--- src/hdl/mcc_pkg.sv ---
// Constants and types shared by both ends of the machine check link
package mcc_pkg;
  localparam int unsigned MCC_CLK_PERIOD_NS = 8;
  localparam int unsigned MCC_MC_HOLD_CYC   = 2;
  localparam logic [1:0]  MCC_CNT_RESET     = 2'h0;
  localparam logic        MCC_EN_RESET      = 1'h0;
  localparam logic        MCC_FLAG_RESET    = 1'h0;
  localparam logic        MCC_DRV_RESET     = 1'h1;
  localparam logic        MCC_PIN_IDLE      = 1'h1;
  localparam int unsigned MCC_PIN_MC        = 0;
  localparam int unsigned MCC_PIN_CKI       = 1;
  localparam int unsigned MCC_PIN_CNT       = 2;

  typedef enum logic [1:0] {
    MCC_RUN,
    MCC_STOPPED
  } mcc_state_t;
endpackage : mcc_pkg

--- src/hdl/mcc_if.sv ---
// Interface joining the core end and the system end
`timescale 1ns/10ps
interface mcc_if;
  logic mc_n;
  logic ckstp_in_n;
  logic ckstp_out_n;
  logic ckstp_oe;
  logic ckstp_tre;

  modport core (
    input  mc_n,
    input  ckstp_in_n,
    input  ckstp_tre,
    output ckstp_out_n,
    output ckstp_oe
  );
  modport sys (
    output mc_n,
    output ckstp_in_n,
    output ckstp_tre,
    input  ckstp_out_n,
    input  ckstp_oe
  );
endinterface : mcc_if

--- src/hdl/mcc_core.sv ---
// Core end: machine check and checkstop handling
`timescale 1ns/10ps
module mcc_core
  import mcc_pkg::*;
(
  input  wire logic core_clk,
  input  wire logic reset_n,
  mcc_if.core       link,
  input  wire logic machine_check_enable_bit,
  input  wire logic external_mc_pin_enable_bit,
  output logic      mc_exception,
  output logic      core_stopped,
  output logic      outputs_float,
  output logic      ckstp_drive_en
);
  // ----------------------------------------------------------------
  // Input synchronisers
  // ----------------------------------------------------------------
  // Both pins may move at any time: two flops each
  wire logic [MCC_PIN_CNT-1:0] pin_raw;
  wire logic [MCC_PIN_CNT-1:0] pin_sync;

  assign pin_raw[MCC_PIN_MC]  = link.mc_n;
  assign pin_raw[MCC_PIN_CKI] = link.ckstp_in_n;

  for (genvar i = 0; i < MCC_PIN_CNT; i++) begin : g_sync
    logic meta_q, meta_d;
    logic sync_q, sync_d;

    always_comb begin
      meta_d = pin_raw[i];
      sync_d = meta_q;
    end

    always_ff @(posedge core_clk or negedge reset_n) begin
      if (!reset_n) begin
        meta_q <= MCC_PIN_IDLE;
        sync_q <= MCC_PIN_IDLE;
      end else begin
        meta_q <= meta_d;
        sync_q <= sync_d;
      end
    end

    assign pin_sync[i] = sync_q;
  end

  // ----------------------------------------------------------------
  // Machine check edge detector
  // ----------------------------------------------------------------
  // Idle-high start: no false edge after reset
  logic mc_prev_q, mc_prev_d;
  logic mc_fall;

  always_comb begin
    mc_prev_d = pin_sync[MCC_PIN_MC];
    mc_fall   = mc_prev_q && !pin_sync[MCC_PIN_MC];
  end

  always_ff @(posedge core_clk or negedge reset_n) begin
    if (!reset_n) begin
      mc_prev_q <= MCC_PIN_IDLE;
    end else begin
      mc_prev_q <= mc_prev_d;
    end
  end

  // ----------------------------------------------------------------
  // Tri-state enable capture
  // ----------------------------------------------------------------
  // Static strap, same clock as the system end
  logic tre_q, tre_d;

  always_comb begin
    tre_d = link.ckstp_tre;
  end

  always_ff @(posedge core_clk or negedge reset_n) begin
    if (!reset_n) begin
      tre_q <= MCC_EN_RESET;
    end else begin
      tre_q <= tre_d;
    end
  end

  // ----------------------------------------------------------------
  // Stop request decode
  // ----------------------------------------------------------------
  // Checkstop input outranks a machine check edge
  logic stop_req;
  logic exc_req;

  always_comb begin
    stop_req = 1'h0;
    exc_req  = 1'h0;
    if (!pin_sync[MCC_PIN_CKI]) begin
      stop_req = 1'h1;
    end else if (mc_fall && external_mc_pin_enable_bit) begin
      if (machine_check_enable_bit) begin
        exc_req = 1'h1;
      end else begin
        stop_req = 1'h1;
      end
    end
  end

  // ----------------------------------------------------------------
  // Stop state
  // ----------------------------------------------------------------
  mcc_state_t state_q, state_d;

  always_comb begin
    state_d = state_q;
    case (state_q)
      MCC_RUN: begin
        if (stop_req) begin
          state_d = MCC_STOPPED;
        end
      end
      MCC_STOPPED: begin
        state_d = MCC_STOPPED;
      end
      default: begin
        state_d = MCC_RUN;
      end
    endcase
  end

  always_ff @(posedge core_clk or negedge reset_n) begin
    if (!reset_n) begin
      state_q <= MCC_RUN;
    end else begin
      state_q <= state_d;
    end
  end

  // ----------------------------------------------------------------
  // Machine check exception
  // ----------------------------------------------------------------
  // One-cycle pulse; a stopped core takes none
  logic exc_q, exc_d;

  always_comb begin
    exc_d = exc_req && (state_q == MCC_RUN);
  end

  always_ff @(posedge core_clk or negedge reset_n) begin
    if (!reset_n) begin
      exc_q <= MCC_FLAG_RESET;
    end else begin
      exc_q <= exc_d;
    end
  end

  // ----------------------------------------------------------------
  // Clock gating and output float
  // ----------------------------------------------------------------
  // Both stay set until hard reset
  logic halt_q,  halt_d;
  logic float_q, float_d;

  always_comb begin
    halt_d  = (state_d == MCC_STOPPED);
    float_d = (state_d == MCC_STOPPED);
  end

  always_ff @(posedge core_clk or negedge reset_n) begin
    if (!reset_n) begin
      halt_q  <= MCC_FLAG_RESET;
      float_q <= MCC_FLAG_RESET;
    end else begin
      halt_q  <= halt_d;
      float_q <= float_d;
    end
  end

  // ----------------------------------------------------------------
  // Checkstop output pin
  // ----------------------------------------------------------------
  // Value and valid flag move together; driver enable follows them only while tre_q is set, else stays on
  logic out_q, out_d;
  logic oe_q,  oe_d;
  logic drv_q, drv_d;

  always_comb begin
    out_d = (state_d == MCC_STOPPED) ? 1'h0 : 1'h1;
    oe_d  = (state_d == MCC_STOPPED);
    drv_d = tre_q ? oe_d : 1'h1;
  end

  always_ff @(posedge core_clk or negedge reset_n) begin
    if (!reset_n) begin
      out_q <= MCC_PIN_IDLE;
      oe_q  <= MCC_FLAG_RESET;
      drv_q <= MCC_DRV_RESET;
    end else begin
      out_q <= out_d;
      oe_q  <= oe_d;
      drv_q <= drv_d;
    end
  end

  // ----------------------------------------------------------------
  // Outputs
  // ----------------------------------------------------------------
  assign link.ckstp_out_n = out_q;
  assign link.ckstp_oe    = oe_q;
  assign mc_exception     = exc_q;
  assign core_stopped     = halt_q;
  assign outputs_float    = float_q;
  assign ckstp_drive_en   = drv_q;
endmodule : mcc_core

--- src/flat_wrapper.sv ---
// flat-port wrapper written by rule: the top's interface ports become plain ports
module mcc_core_flat import mcc_pkg::*;
  (core_clk, reset_n, machine_check_enable_bit, external_mc_pin_enable_bit, mc_exception, core_stopped, outputs_float, ckstp_drive_en, link_mc_n, link_ckstp_in_n, link_ckstp_tre, link_ckstp_out_n, link_ckstp_oe);
  mcc_if link_i ();
  input  wire logic core_clk;
  input  wire logic reset_n;
  input  wire logic machine_check_enable_bit;
  input  wire logic external_mc_pin_enable_bit;
  output logic mc_exception;
  output logic core_stopped;
  output logic outputs_float;
  output logic ckstp_drive_en;
  input wire logic [$bits(link_i.mc_n)-1:0] link_mc_n;
  input wire logic [$bits(link_i.ckstp_in_n)-1:0] link_ckstp_in_n;
  input wire logic [$bits(link_i.ckstp_tre)-1:0] link_ckstp_tre;
  output wire logic [$bits(link_i.ckstp_out_n)-1:0] link_ckstp_out_n;
  output wire logic [$bits(link_i.ckstp_oe)-1:0] link_ckstp_oe;
  assign link_i.mc_n = link_mc_n;
  assign link_i.ckstp_in_n = link_ckstp_in_n;
  assign link_i.ckstp_tre = link_ckstp_tre;
  assign link_ckstp_out_n = link_i.ckstp_out_n;
  assign link_ckstp_oe = link_i.ckstp_oe;
  mcc_core u_core (.core_clk(core_clk), .reset_n(reset_n), .link(link_i), .machine_check_enable_bit(machine_check_enable_bit), .external_mc_pin_enable_bit(external_mc_pin_enable_bit), .mc_exception(mc_exception), .core_stopped(core_stopped), .outputs_float(outputs_float), .ckstp_drive_en(ckstp_drive_en));
endmodule
--- config.mk ---
export PLATFORM = sky130hd
export DESIGN_NAME = mcc_core_flat
export DESIGN_NICKNAME = d
export VERILOG_FILES = /design/src/hdl/mcc_pkg.sv /design/src/hdl/mcc_if.sv /design/src/hdl/mcc_core.sv /design/src/flat_wrapper.sv
export SDC_FILE = /design/constraint.sdc
export NUM_CORES = 1
export LEC_CHECK = 0
export ABC_AREA = 1
export BUFFER_PORTS_ARGS = -buffer_cell sky130_fd_sc_hd__buf_2
export CAP_MARGIN = 20
export CORE_AREA = 5 5 42 44
export CTS_CLUSTER_SIZE = 40
export DETAILED_ROUTE_END_ITERATION = 10
export DIE_AREA = 0 0 47 49
export HOLD_SLACK_MARGIN = 0.15
export PLACE_DENSITY = 0.53
export SLEW_MARGIN = 20
export SYNTH_ARGS = -nofsm -noshare
export SYNTH_HDL_FRONTEND = slang
export SYNTH_SLANG_ARGS = --single-unit
--- constraint.sdc ---
create_clock -name core_clk -period 1.7 [get_ports core_clk]
set_input_delay 0.17 -clock core_clk [delete_from_list [all_inputs] [get_ports core_clk]]
set_output_delay 0.17 -clock core_clk [all_outputs]
set_load 0.02 [all_outputs]
==> impl_metrics.py <==
metrics = {
    "logic_synthesis": {
        "yosysTopAreaCell": "dfstp_2",
        "synth_cell_types": 10,
        "syn_area_per_cell_um2": 13.3,
        "synthTopCellsByArea": "dfstp_2, dfrtp_1, inv_1",
        "yosys_warnings": 0,
        "syn-num-nets": 36,
        "seq_area_frac_synth_pct": 80.2,
        "syn_inst": 29,
        "synth_area_um2": 385,
        "ys_ff_latch": 12,
        "synth.top_cell.area_share_pct": 47.7,
    },
    "grt": {
        "antenna_found_initial": 0,
        "grt_pass1_wl_um": 931,
        "grtUsageTotal_pct": 6.07,
        "grt_pass1_vias": 242,
        "grt_max_degree": 13,
        "gr-total-overflow": 0,
    },
    "layout": {
        "final_cell_mix": "buf_2, dfstp_2, dlygate4sd3_1, inv_1, dfrtp_1",
        "areaGrowthSynthToFinish_pct": 41.9,
        "insertedDiodeCount": 0,
        "final_nets": 57,
        "layout_commonest_cell": "buf_2",
        "drive_gt1_share_pct": 49.0,
        "fin_area_um2": 547,
        "top_regs": "u_core.g_sync.meta_q x2, u_core.g_sync.sync_q x2, u_core.state_q x2",
        "nFillCells": 151,
    },
    "clock_network": {
        "numCtsBuffers": 3,
        "cts_tree": "done",
        "ctsLongestPathBuffers": 2,
        "cts_resized": 0,
        "clockRootBuffer": "clkbuf_4",
        "htree_num_levels": 1,
        "clk_latency_ns": 0.27,
        "numClockSinks": 12,
        "path_clk_slew_ns": 0.08,
    },
    "sta": {
        "timing.final.crit_period_ns": 1.10,
        "fmax_ghz": 0.913,
        "slew_violations": 0,
        "setup_violations": 0,
        "finalClockSkew_ns": 0.00477,
        "hold_viol": 0,
        "finalCritPeriodShare_pct": 64.5,
        "rsz0062_at_grt": "false",
        "timing.final.ws_setup_ns": 0.604,
        "tns_ns": 0,
    },
    "floorplan": {
        "die_h_um": 49,
        "die_area_mm2": 0.00230,
        "die_w_um": 47,
        "initial_utilization_pct": 27.5,
        "ios": 13,
        "core_mm2": 0.00140,
        "rows": 14,
    },
    "routing": {
        "drc": 0,
        "ant_nets": 0,
        "routed_wirelength_um": 558,
        "avgViaCountPerCell": 3.71,
        "wire_per_inst_um": 8.58,
        "drt_iter0_markers": 0,
        "dr.pass1.iters": 1,
        "routed-via-count": 241,
    },
    "placement": {
        "dpl_cell_area_um2": 450,
        "routabilityCongestion": 0.593,
        "io_buffers": 12,
        "dpl_worst_slack_ns": 0.730,
    },
    "setup_path": {
        "worst-path-max-fanout": 1,
        "crit_required_ns": 1.53,
        "r2r_cells": 6,
        "cp_top_family": "flip-flops",
        "worst-setup-path-type": "flip-flop to output pin",
        "path_depth": 1,
        "crit_path_cell_trace": "buf_2",
        "max_stage_delay_ns": 0.51,
        "critPathBufInv": 1,
        "end_kind": "output pin",
        "arrival_ns": 0.93,
        "cpMaxStageDelayCell": "dfstp_2",
        "cp-start-kind": "flip-flop",
    },
    "min_path": {
        "hold_path.class": "input port to asynchronous set/reset pin",
    },
    "power_and_ir_drop": {
        "power_density_mw_per_mm2": 1070,
        "power_mw": 0.585,
        "peakVddDrop_mv": 0.564,
        "p_leak_nw": 0.281,
    },
    "run_status": {
        "status": "finished, final reports clean",
    },
    "job": {
        "max_cap_viol_count": 0,
    },
}
## power by group
| part | switching [mW] | internal [mW] |
|---|---|---|
| clock network | 0.0896 | 0.130 |
| logic | 0.0295 | 0.0232 |
| registers | 0.00472 | 0.308 |
## worst paths after layout
check / start / end / slack, ns
hold / removal: reset_n / u_core.state_q[1]$_DFF_PN0_ / 0.28
setup reg to reg: u_core.mc_prev_q$_DFF_PN1_ / u_core.ckstp_drive_en$_DFF_PN1_ / 0.73
setup / recovery: u_core.link.ckstp_out_n$_DFF_PN1_ / link_ckstp_out_n / 0.60
hold reg to reg: u_core.g_sync[0].meta_q$_DFF_PN1_ / u_core.g_sync[0].sync_q$_DFF_PN1_ / 0.36
min in group core_clk: u_core.g_sync[0].meta_q$_DFF_PN1_ / u_core.g_sync[0].sync_q$_DFF_PN1_ / 0.36
max in group asynchronous: reset_n / u_core.ckstp_drive_en$_DFF_PN1_ / 1.15
## cell type report
type	instances	area (um2)	share of cell area, %
sequential	12	309	56.5
clock buffer	4	36.3	6.64
timing repair buffer	18	120	22.0
inverter	5	18.8	3.43
tap	16	20.0	3.66
multi-input combinational	10	42.5	7.78
## cells in the mapped netlist, drive strengths merged
cell and n:
dfstp 7, dfrtp 5, inv 5, nand2 5, buf 2, nor2 2
conb 1, nand3 1, nor3 1
## routing by layer
metal	up-vias	part of all wire, %	global-route usage (%)
met2	9	54	7.92
met1	108	35	6.67
met5	-	0	0
li1	122	-	-
met3	2	10	2.21
met4	0	0.72	6.91
## metrics by stage
stage / util (%) / hold WS [ns] / cells
floorplan: - / -0.126 / 29
global placement: 32.1 / 0.0542 / 55
detailed placement: 32.1 / 0.0563 / 55
CTS: 38.3 / 0.152 / 64
global route: 39.0 / 0.294 / 65
finish: 39.0 / 0.285 / 65
## cells by family after synthesis
family,after synthesis,share of synthesized area [%]
other,1,0.973
buffers and inverters,7,8.77
DFF,12,80.2
and+or+nand+nor,9,10.1
## what timing repair did
action,4_1_cts,5_1_grt
hold buffers,5,1
hold endpoints to repair,16,1
setup endpoints to repair,0,0
buffers inserted,0,0
No activity file was read; power rests on OpenSTA's default activity.
